===== config.mk =====
export PLATFORM = sky130hd
export DESIGN_NAME = kcs_sounder
export DESIGN_NICKNAME = d
export VERILOG_FILES = /design/src/rtl/kcs_pkg.sv /design/src/rtl/kcs_tone_div.sv /design/src/rtl/kcs_sounder.sv
export VERILOG_INCLUDE_DIRS = /design/src /design/src/rtl
export SDC_FILE = /design/constraint.sdc
export NUM_CORES = 1
export LEC_CHECK = 0
export BUFFER_PORTS_ARGS = -buffer_cell sky130_fd_sc_hd__buf_4
export CELL_PAD_IN_SITES_DETAIL_PLACEMENT = 1
export CELL_PAD_IN_SITES_GLOBAL_PLACEMENT = 1
export CORE_ASPECT_RATIO = 1.75
export CORE_UTILIZATION = 45
export DETAILED_ROUTE_END_ITERATION = 16
export GPL_TIMING_DRIVEN = 0
export PLACE_DENSITY_LB_ADDON = 0.3
export SYNTH_ARGS = -nofsm -noshare
export SYNTH_HDL_FRONTEND = slang
export SYNTH_SLANG_ARGS = --single-unit

===== constraint.sdc =====
create_clock -name sys_clk_i -period 2.9 [get_ports sys_clk_i]
set_clock_uncertainty 0.2 [all_clocks]
set_input_delay 0.29 -clock sys_clk_i [delete_from_list [all_inputs] [get_ports sys_clk_i]]
set_output_delay 0.29 -clock sys_clk_i [all_outputs]
set_load 0.1 [all_outputs]

===== src/rtl/kcs_consts.svh =====
// key click sounder constants: register offset, field positions, reset value, timing
// assumes a 20 MHz system clock
`ifndef KCS_CONSTS_SVH
`define KCS_CONSTS_SVH

`define KCS_CFG_ADDR 8'h07
`define KCS_CFG_RESET 3'h0
`define KCS_LEN_BIT 2
`define KCS_PITCH_BIT 1
`define KCS_ON_BIT 0

`define KCS_CLK_HZ 20000000
`define KCS_TONE_LO_HZ 1000
`define KCS_TONE_HI_HZ 2000
`define KCS_CLICK_SHORT_MS 10
`define KCS_CLICK_LONG_MS 20

`define KCS_HALF_LO_CYC (`KCS_CLK_HZ / (2 * `KCS_TONE_LO_HZ))
`define KCS_HALF_HI_CYC (`KCS_CLK_HZ / (2 * `KCS_TONE_HI_HZ))
`define KCS_CLICK_SHORT_CYC (`KCS_CLK_HZ / 1000 * `KCS_CLICK_SHORT_MS)
`define KCS_CLICK_LONG_CYC (`KCS_CLK_HZ / 1000 * `KCS_CLICK_LONG_MS)

`endif


===== src/rtl/kcs_pkg.sv =====
// key click sounder types
// assumes kcs_consts.svh for all numeric values
package kcs_pkg;

	typedef struct packed {
		logic click_length_sel;
		logic tone_pitch_sel;
		logic tone_output_on;
	} kcs_cfg_s;

	typedef enum logic [1:0] {
		KCS_IDLE = 2'b01,
		KCS_BURST = 2'b10
	} kcs_state_e;

endpackage : kcs_pkg


===== src/rtl/kcs_tone_div.sv =====
// square wave divider: toggles its output every half_cyc_i cycles while run_i
// assumes half_cyc_i is at least one and steady during a run
`timescale 1ns/10ps
module kcs_tone_div #(
	parameter int unsigned CW = 14
) (
	input wire logic sys_clk_i,
	input wire logic rstn_i,
	input wire logic ce_i,
	input wire logic run_i,
	input wire logic [CW-1:0] half_cyc_i,
	output logic tone_o
);
	logic [CW-1:0] cnt_r;
	logic [CW-1:0] cnt_nxt;
	logic tone_r;
	logic tone_nxt;

	always_comb begin
		cnt_nxt = cnt_r;
		tone_nxt = tone_r;
		if (!run_i) begin
			cnt_nxt = '0;
			tone_nxt = 1'b0;
		end else if (cnt_r == half_cyc_i - CW'(1)) begin
			cnt_nxt = '0;
			tone_nxt = ~tone_r;
		end else begin
			cnt_nxt = cnt_r + CW'(1);
		end
	end

	always_ff @(posedge sys_clk_i or negedge rstn_i) begin
		if (!rstn_i) begin
			cnt_r <= '0;
			tone_r <= 1'b0;
		end else if (ce_i) begin
			cnt_r <= cnt_nxt;
			tone_r <= tone_nxt;
		end
	end

	assign tone_o = tone_r;

	tone_edge_a: assert property (@(posedge sys_clk_i) disable iff (!rstn_i)
		(ce_i && run_i && cnt_r == half_cyc_i - CW'(1)) |=> (tone_o != $past(tone_o)))
		else $error("tone did not toggle at the half period");
	tone_hold_a: assert property (@(posedge sys_clk_i) disable iff (!rstn_i)
		(run_i && cnt_r != half_cyc_i - CW'(1)) |=> (tone_o == $past(tone_o)))
		else $error("tone toggled before the half period");

endmodule : kcs_tone_div


===== src/rtl/kcs_sounder.sv =====
// key click sounder: config register and click burst generator driving a piezo pin
// assumes an upstream serial engine presents register accesses as single-cycle strobes
//
// What this block does
// click runs regardless of register bus activity, except that a write clearing bit 0 aborts it
// tone appears on a dedicated piezo output
// bit 2 picks 10 ms or 20 ms click
// bit 1 picks 1 kHz or 2 kHz tone
// bit 0 low keeps the output silent
// host configures via register address 0x07
// enabled touch high while idle starts one burst, then idle
`timescale 1ns/10ps
`include "kcs_consts.svh"
module kcs_sounder import kcs_pkg::*; #(
	parameter int unsigned HALF_LO_CYC = `KCS_HALF_LO_CYC,
	parameter int unsigned HALF_HI_CYC = `KCS_HALF_HI_CYC,
	parameter int unsigned CLICK_SHORT_CYC = `KCS_CLICK_SHORT_CYC,
	parameter int unsigned CLICK_LONG_CYC = `KCS_CLICK_LONG_CYC
) (
	input wire logic sys_clk_i,
	input wire logic rstn_i,
	input wire logic ce_i,
	input wire logic touch_event_i,
	input wire logic [7:0] reg_addr_i,
	input wire logic reg_wr_i,
	input wire logic reg_rd_i,
	input wire logic [7:0] reg_wdata_i,
	output logic [7:0] reg_rdata_o,
	output logic sounder_o
);
	localparam int unsigned TW = $clog2(HALF_LO_CYC + 1);
	localparam int unsigned LW = $clog2(CLICK_LONG_CYC + 1);

	generate
		if (HALF_HI_CYC < 1 || HALF_LO_CYC < HALF_HI_CYC ||
			CLICK_SHORT_CYC < 1 || CLICK_LONG_CYC < CLICK_SHORT_CYC) begin : g_bad
			$error("kcs_sounder: timing parameters out of range");
		end
	endgenerate

	function automatic logic cfg_hit(input logic [7:0] addr);
		cfg_hit = (addr == `KCS_CFG_ADDR);
	endfunction : cfg_hit

	// register group
	kcs_cfg_s cfg_r;
	kcs_cfg_s cfg_nxt;
	logic [7:0] rdata_r;
	logic [7:0] rdata_nxt;

	always_comb begin
		cfg_nxt = cfg_r;
		rdata_nxt = rdata_r;
		if (reg_wr_i && cfg_hit(reg_addr_i)) begin
			cfg_nxt.click_length_sel = reg_wdata_i[`KCS_LEN_BIT];
			cfg_nxt.tone_pitch_sel = reg_wdata_i[`KCS_PITCH_BIT];
			cfg_nxt.tone_output_on = reg_wdata_i[`KCS_ON_BIT];
		end
		if (reg_rd_i) begin
			if (cfg_hit(reg_addr_i)) begin
				rdata_nxt = {5'h00, cfg_r};
			end else begin
				rdata_nxt = 8'h00;
			end
		end
	end

	always_ff @(posedge sys_clk_i or negedge rstn_i) begin
		if (!rstn_i) begin
			cfg_r <= `KCS_CFG_RESET;
			rdata_r <= 8'h00;
		end else if (ce_i) begin
			cfg_r <= cfg_nxt;
			rdata_r <= rdata_nxt;
		end
	end

	assign reg_rdata_o = rdata_r;

	// click burst group
	kcs_state_e state_r;
	kcs_state_e state_nxt;
	logic [LW-1:0] len_cnt_r;
	logic [LW-1:0] len_cnt_nxt;
	logic len_long_r;
	logic len_long_nxt;
	logic pitch_hi_r;
	logic pitch_hi_nxt;
	logic snd_r;
	logic snd_nxt;
	logic [LW-1:0] len_last;
	logic [TW-1:0] half_sel;
	logic tone;

	// length and pitch are captured at burst start so a mid-click write cannot warp it
	assign len_last = len_long_r ? LW'(CLICK_LONG_CYC - 1) : LW'(CLICK_SHORT_CYC - 1);
	assign half_sel = pitch_hi_r ? TW'(HALF_HI_CYC) : TW'(HALF_LO_CYC);

	always_comb begin
		state_nxt = state_r;
		len_cnt_nxt = len_cnt_r;
		len_long_nxt = len_long_r;
		pitch_hi_nxt = pitch_hi_r;
		case (state_r)
			KCS_IDLE: begin
				len_cnt_nxt = '0;
				if (touch_event_i && cfg_r.tone_output_on) begin
					state_nxt = KCS_BURST;
					len_long_nxt = cfg_r.click_length_sel;
					pitch_hi_nxt = cfg_r.tone_pitch_sel;
				end
			end
			KCS_BURST: begin
				if (!cfg_r.tone_output_on || len_cnt_r == len_last) begin
					state_nxt = KCS_IDLE;
					len_cnt_nxt = '0;
				end else begin
					len_cnt_nxt = len_cnt_r + LW'(1);
				end
			end
			default: begin
				state_nxt = KCS_IDLE;
				len_cnt_nxt = '0;
			end
		endcase
		snd_nxt = (state_r == KCS_BURST) && cfg_r.tone_output_on && tone;
	end

	always_ff @(posedge sys_clk_i or negedge rstn_i) begin
		if (!rstn_i) begin
			state_r <= KCS_IDLE;
			len_cnt_r <= '0;
			len_long_r <= 1'b0;
			pitch_hi_r <= 1'b0;
			snd_r <= 1'b0;
		end else if (ce_i) begin
			state_r <= state_nxt;
			len_cnt_r <= len_cnt_nxt;
			len_long_r <= len_long_nxt;
			pitch_hi_r <= pitch_hi_nxt;
			snd_r <= snd_nxt;
		end
	end

	assign sounder_o = snd_r;

	// assertion helper: enabled cycles spent in the current burst
	logic [LW-1:0] chk_len_r;
	logic [LW-1:0] chk_len_nxt;

	always_comb begin
		chk_len_nxt = '0;
		if (state_r == KCS_BURST) begin
			chk_len_nxt = chk_len_r + LW'(1);
		end
	end

	always_ff @(posedge sys_clk_i or negedge rstn_i) begin
		if (!rstn_i) begin
			chk_len_r <= '0;
		end else if (ce_i) begin
			chk_len_r <= chk_len_nxt;
		end
	end

	kcs_tone_div #(
		.CW(TW)
	) u_tone (
		.sys_clk_i(sys_clk_i),
		.rstn_i(rstn_i),
		.ce_i(ce_i),
		.run_i(state_r == KCS_BURST),
		.half_cyc_i(half_sel),
		.tone_o(tone)
	);

	cfg_write_a: assert property (@(posedge sys_clk_i) disable iff (!rstn_i)
		(ce_i && reg_wr_i && cfg_hit(reg_addr_i)) |=> (cfg_r == $past(reg_wdata_i[2:0])))
		else $error("config write not stored");
	silent_off_a: assert property (@(posedge sys_clk_i) disable iff (!rstn_i)
		(ce_i && !cfg_r.tone_output_on) |=> !sounder_o)
		else $error("sounder active while disabled");
	burst_start_a: assert property (@(posedge sys_clk_i) disable iff (!rstn_i)
		(ce_i && state_r == KCS_IDLE && touch_event_i && cfg_r.tone_output_on)
		|=> (state_r == KCS_BURST && len_cnt_r == '0))
		else $error("touch did not start a burst");
	idle_quiet_a: assert property (@(posedge sys_clk_i) disable iff (!rstn_i)
		(ce_i && state_r == KCS_IDLE) |=> !sounder_o)
		else $error("sounder active while idle");
	click_end_a: assert property (@(posedge sys_clk_i) disable iff (!rstn_i)
		(ce_i && state_r == KCS_BURST && cfg_r.tone_output_on && state_nxt == KCS_IDLE)
		|-> (chk_len_r == (len_long_r ? LW'(CLICK_LONG_CYC - 1) : LW'(CLICK_SHORT_CYC - 1))))
		else $error("click ended at the wrong length");
	len_limit_a: assert property (@(posedge sys_clk_i) disable iff (!rstn_i)
		(state_r == KCS_BURST)
		|-> (chk_len_r < (len_long_r ? LW'(CLICK_LONG_CYC) : LW'(CLICK_SHORT_CYC))))
		else $error("click ran past its length");
	bus_free_a: assert property (@(posedge sys_clk_i) disable iff (!rstn_i)
		(ce_i && state_r == KCS_BURST && cfg_r.tone_output_on && len_cnt_r != len_last)
		|=> (state_r == KCS_BURST && len_cnt_r == $past(len_cnt_r) + LW'(1)))
		else $error("burst stalled or aborted while enabled");
	pin_src_a: assert property (@(posedge sys_clk_i) disable iff (!rstn_i)
		sounder_o |-> $past(state_r == KCS_BURST))
		else $error("sounder high outside a burst");
	pitch_pick_a: assert property (@(posedge sys_clk_i) disable iff (!rstn_i)
		(ce_i && state_r == KCS_IDLE && touch_event_i && cfg_r.tone_output_on)
		|=> (pitch_hi_r == $past(cfg_r.tone_pitch_sel) &&
			len_long_r == $past(cfg_r.click_length_sel)))
		else $error("pitch or length not captured at burst start");
	burst_abort_a: assert property (@(posedge sys_clk_i) disable iff (!rstn_i)
		(ce_i && state_r == KCS_BURST && !cfg_r.tone_output_on) |=> (state_r == KCS_IDLE))
		else $error("burst kept running while disabled");
	touch_ignore_a: assert property (@(posedge sys_clk_i) disable iff (!rstn_i)
		(ce_i && state_r == KCS_IDLE && !cfg_r.tone_output_on) |=> (state_r == KCS_IDLE))
		else $error("burst started while disabled");
	read_back_a: assert property (@(posedge sys_clk_i) disable iff (!rstn_i)
		(ce_i && reg_rd_i && cfg_hit(reg_addr_i)) |=> (reg_rdata_o == {5'h00, $past(cfg_r)}))
		else $error("config read back wrong");
	rdata_zero_a: assert property (@(posedge sys_clk_i) disable iff (!rstn_i)
		(ce_i && reg_rd_i && !cfg_hit(reg_addr_i)) |=> (reg_rdata_o == 8'h00))
		else $error("unmapped read not zero");
	rdata_hold_a: assert property (@(posedge sys_clk_i) disable iff (!rstn_i)
		(!ce_i || !reg_rd_i) |=> (reg_rdata_o == $past(reg_rdata_o)))
		else $error("read data changed without a read");

endmodule : kcs_sounder


# ---- After elaboration in Yosys (flattened, before gate mapping)
# Index checks and enable logic that the tools add are counted.
# W data, S select, Z words.
dict set report op_classes {
  reduce_logical 11
  eq_ne 8
  bitwise 1
  add_sub_neg 3
  mux 12
}
# cell count
set op_table {}
lappend op_table {{$mux W19} 3}
lappend op_table {{$mux W14} 3}
lappend op_table {{$add A19 B1 Y19 const B} 1}
lappend op_table {{$eq A19 B19 Y1} 1}
lappend op_table {{$add A14 B1 Y14 const B} 1}
lappend op_table {{$eq A14 B14 Y1} 1}
lappend op_table {{$sub A14 B1 Y14 const B} 1}
lappend op_table {{$eq A8 B3 Y1 const B} 1}
lappend op_table {{$ne A2 B2 Y1 const B} 3}
lappend op_table {{$reduce_and A2 Y1} 3}
lappend op_table {{$reduce_and A3 Y1} 2}
lappend op_table {{$logic_and A1 B1 Y1} 4}
lappend op_table {{$mux W2} 2}
lappend op_table {{$pmux W2 S2} 1}
lappend op_table {{$mux W3} 1}
lappend op_table {{$eq A2 B1 Y1 const B} 1}
lappend op_table {{$eq A2 B2 Y1 const B} 1}
lappend op_table {{$mux W1} 2}
lappend op_table {{$logic_not A1 Y1} 1}
lappend op_table {{$logic_or A1 B1 Y1} 1}
lappend op_table {{$not A1 Y1} 1}
dict set report word_totals {
  reg_bits 50
  wordCells 46
}

# ---- Longest topological paths before layout
dict set report depth {
  ltp_word 5
  mapped_depth 7
  ltp_nobuf 6
}

# ---- Cells and area by module
# Synthesis repeated with hierarchy kept, for this count alone.
dict set report unflattened {
  cells_unflattened 302
  area_unflattened_um2 2917.8
}
# mod instances area_each_um2 cells_each
set by_module_without_submodules {}
lappend by_module_without_submodules {kcs_sounder 1 1500.2 145}
lappend by_module_without_submodules {kcs_tone_div 1 1417.6 157}

# ---- Worst setup path after synthesis
# No wires, ideal clock.
dict set report synth_path {
  path_type {flip-flop to flip-flop}
  from {register u_tone.cnt_r[7]}
  to {register u_tone.cnt_r[3]}
  path_slack_ps 963
  required_ps 2576
  arrival_ps 1613
  stages_incl_launch_ff 7
  setup_time_ps 124
  path_cell_list {dfrtp_1 -> or4b_1 -> o22ai_2 -> a21o_1 -> buf_6 -> nor4_1 -> a211o_1}
}
dict set report synth_via {
  elab_chain_cells 3
}
# item line
set synth_rtl {}
lappend synth_rtl {{start: declaration} kcs_tone_div.sv:14} ;# logic [CW-1:0] cnt_r;
lappend synth_rtl {{start signal: assignment} kcs_tone_div.sv:38} ;# cnt_r <= cnt_nxt;
lappend synth_rtl {{$eq A14 B14 Y1} kcs_tone_div.sv:25} ;# end else if (cnt_r == half_cyc_i - CW'(1)) begin
lappend synth_rtl {{$mux W14} kcs_tone_div.sv:25}
lappend synth_rtl {{$mux W14} kcs_tone_div.sv:22} ;# if (!run_i) begin
# Every way passes these cells.
# A chain may end at the register's enable or synchronous reset.

# ---- Worst setup path after layout
dict set report layout_path {
  from {register len_cnt_r[0]}
  to {register len_cnt_r[12]}
}
dict set report layout_via {
  elab_chain_cells 4
}
# item line
set layout_rtl {}
lappend layout_rtl {{start: declaration} kcs_sounder.sv:83} ;# logic [LW-1:0] len_cnt_r;
lappend layout_rtl {{start signal: assignment} kcs_sounder.sv:138} ;# len_cnt_r <= len_cnt_nxt;
lappend layout_rtl {{parallel branches: the longest is 2 deep, another holds $add A19 B1 Y19} n/a}
lappend layout_rtl {{$mux W19 (*)} kcs_sounder.sv:114} ;# if (!cfg_r.tone_output_on || len_cnt_r == len_last) begin
lappend layout_rtl {{$mux W19 (*)} kcs_sounder.sv:104} ;# case (state_r)
# Every way passes the cells marked *.

==> metrics.txt <==
status finished, violations left; failing checks design-rule violations; Worst setup EP type flip-flop; CP required 2.87 ns; port buffer count 19; Worst Setup Start Kind flip-flop; largest cells by area after synthesis dfrtp_1 (45%), nand2_1 (5.1%), nor2_1 (3.2%); Via density 5.98; worst-path cell chain ha_1 -> nand3_1 -> nor4_2 -> and4_1 -> xnor2_1 -> nor2_1; Max Cap Viol 0; actual slew at the worst max-slew pin 0.691 ns; Slew headroom 0.535; final critical-path required period 2.21 ns; detailed-placement wirelength estimate 4650 um; Die X 57.7 um; Fmax 453 MHz; VDD IR-drop max 303 uV; Fill cells 633; power per standard cell area 430 nW/um^2; r2r setup slk 0.69 ns; die area 5730 um^2; slowest stage cell on the critical path nor4_2; leakage 1.21 nW; top cell type's share of synthesized area 0.451; clk root buf clkbuf_8; syn_area_per_cell 9.64 um^2; # DRC 1; RSZ-0062 raised after global routing no; Starting Density 0.464; top cell family by delay on the critical path simple AND/OR/NAND/NOR gates; Buf/Inv on CP 0; Rows 35; Worst Path Max Fanout 6; max-slew violations 0; total grt overflow 0; Post-DRT Antenna Nets 0; routability congestion estimate 0.813; sequential area share after synthesis 0.462; nets 308; Ports 31; Cell variety after synth 58; Die Ht 99.4 um; fin crit share 0.761; first-pass GRT wire length 10700 um; crit path DAT 2.18 ns; CTS Buf Count 5; Worst R2R Path Depth 6; largest stage delay on the critical path 0.58 ns; asr flop ratio synth 1.00; final hold viol count 0; DR WL/cell 18.6 um; top cells by count, synth dfrtp_1 (44), nand2_1 (33), nor2_1 (21), nand3_1 (15); Core ar. 5260 um^2; Num Clock Sinks 45; Yosys warning total 0; Clock Path Buffers 2; P&R area growth vs syn 14.1%; ys flop type dfrtp_1; HP Class in -> reg; post-synth top area cell dfrtp_1; Final setup viols 0; vias in the first global route 2219; H-tree Lvls 2; CP Depth 6; Seq cells post-synth 45; Critical Setup Path Class reg -> reg; most numerous cell in the Yosys netlist dfrtp_1; layout cells sized above 1 0.189; hold depth 2; DR vias 2034; final WL 6320 um; GRT Util Overall 0.246; TNS Setup 0 ns; n_diodes 0; Post-Layout Cell Count 340; initial antenna violation count 0; largest net degree at the start of global routing 46; # placed instances 331; DRT iter0 DRCs 80; EDFF count, synth 0; CTS tree yes; Pre-antenna DRT Iters 10; Clock Pin Slew Worst Setup and Hold Paths 0.08 ns; Clock Latency Late Sink 0.31 ns; Mapped Cells 253; synthesized area 2440 um^2; fin util 0.530
power breakdown:
group	leakage (nW)	switching [mW]	internal, mW	total (mW)
sequential	0.625	0.00184	0.629	0.631
clock	0.0552	0.223	0.256	0.479
combinational	0.532	0.0636	0.0241	0.0877
total	1.21	0.288	0.909	1.20
metal layers:
layer  up-vias  GRT usage  wire (um)
met4         0     0.0916        148
met1      1040      0.259       2370
met2        17      0.474       3710
met3        10     0.0377         87
met5         -          0          0
li1        967          -          -
worst reg2reg max path, stage by stage (launching register included):
cell	delay, ns
dfrtp_1	0.40
ha_1	0.21
nand3_1	0.23
nor4_2	0.58
and4_1	0.28
xnor2_1	0.13
nor2_1	0.06
metrics by stage:
step / hold WS (ns) / worst slack [ns] / instance area [um^2] / total power, mW
CTS: 0.0207 / 0.648 / 2780 / 1.20
detailed placement: 0.131 / 0.607 / 2670 / 0.730
global placement: 0.132 / 0.626 / 2670 / 0.729
finish: 0.0193 / 0.692 / 2780 / 1.20
global route: 0.00765 / 0.544 / 2780 / 1.24
floorplan: -0.206 / 0.963 / 2450 / 0.692
cell families after synthesis:
logic type      share of synthesized area
other cells                       0.00154
mux                                0.0359
simple gates                        0.262
buf+inv                            0.0487
flops                               0.462
fa+ha+maj                          0.0103
compound gates                      0.133
xor+xnor                           0.0467
sequential cells by signal, summed over array words and instances (netlist names):
name / flops
len_long_r: 1
pitch_hi_r: 1
u_tone.tone_o: 1
len_cnt_r: 19
u_tone.cnt_r: 14
cfg_r: 3
state_r: 2
sounder_o: 1
reg_rdata_o: 3
layout by cell type (no fill, tap or decap), types with 5 or more instances in the layout:
master / count
mux2_2: 6
nand2_1: 33
clkbuf_1: 7
nor2_1: 21
xor2_1: 9
o21ai_0: 8
and3_1: 8
conb_1: 5
dfrtp_1: 44
nand3_1: 15
o31ai_1: 9
clkbuf_8: 5
buf_4: 24
inv_1: 6
nand4_1: 9
nand4b_1: 6
path summary, 6_finish.rpt:
path                           startpoint        endpoint
max reg2reg                  len_cnt_r[0]   len_cnt_r[12]
max                          len_cnt_r[0]   len_cnt_r[12]
min reg2reg                 u_tone.tone_o   u_tone.tone_o
max in group asynchronous          rstn_i   len_cnt_r[15]
min                        reg_wdata_i[1]        cfg_r[1]
min in group asynchronous          rstn_i  reg_rdata_o[0]
cell type report:
cell class	count	area, um^2	area share
clock inverter	2	35.0	0.0126
sequential	45	1130	0.405
tap	55	68.8	0.0247
timing repair buffer	20	153	0.0548
multi-input combinational	190	1210	0.434
clock buffer	6	72.6	0.0261
buffer	15	92.6	0.0333
inverter	7	26.3	0.00944
timing repair:
item | 4_1_cts | 5_1_grt
hold buffers | 1 | 0
gates resized for setup | 0 | 0
endpoints found under the hold margin | 44 | 0
setup buffers | 0 | 0
Note: power is estimated with default switching activity, not from simulation.
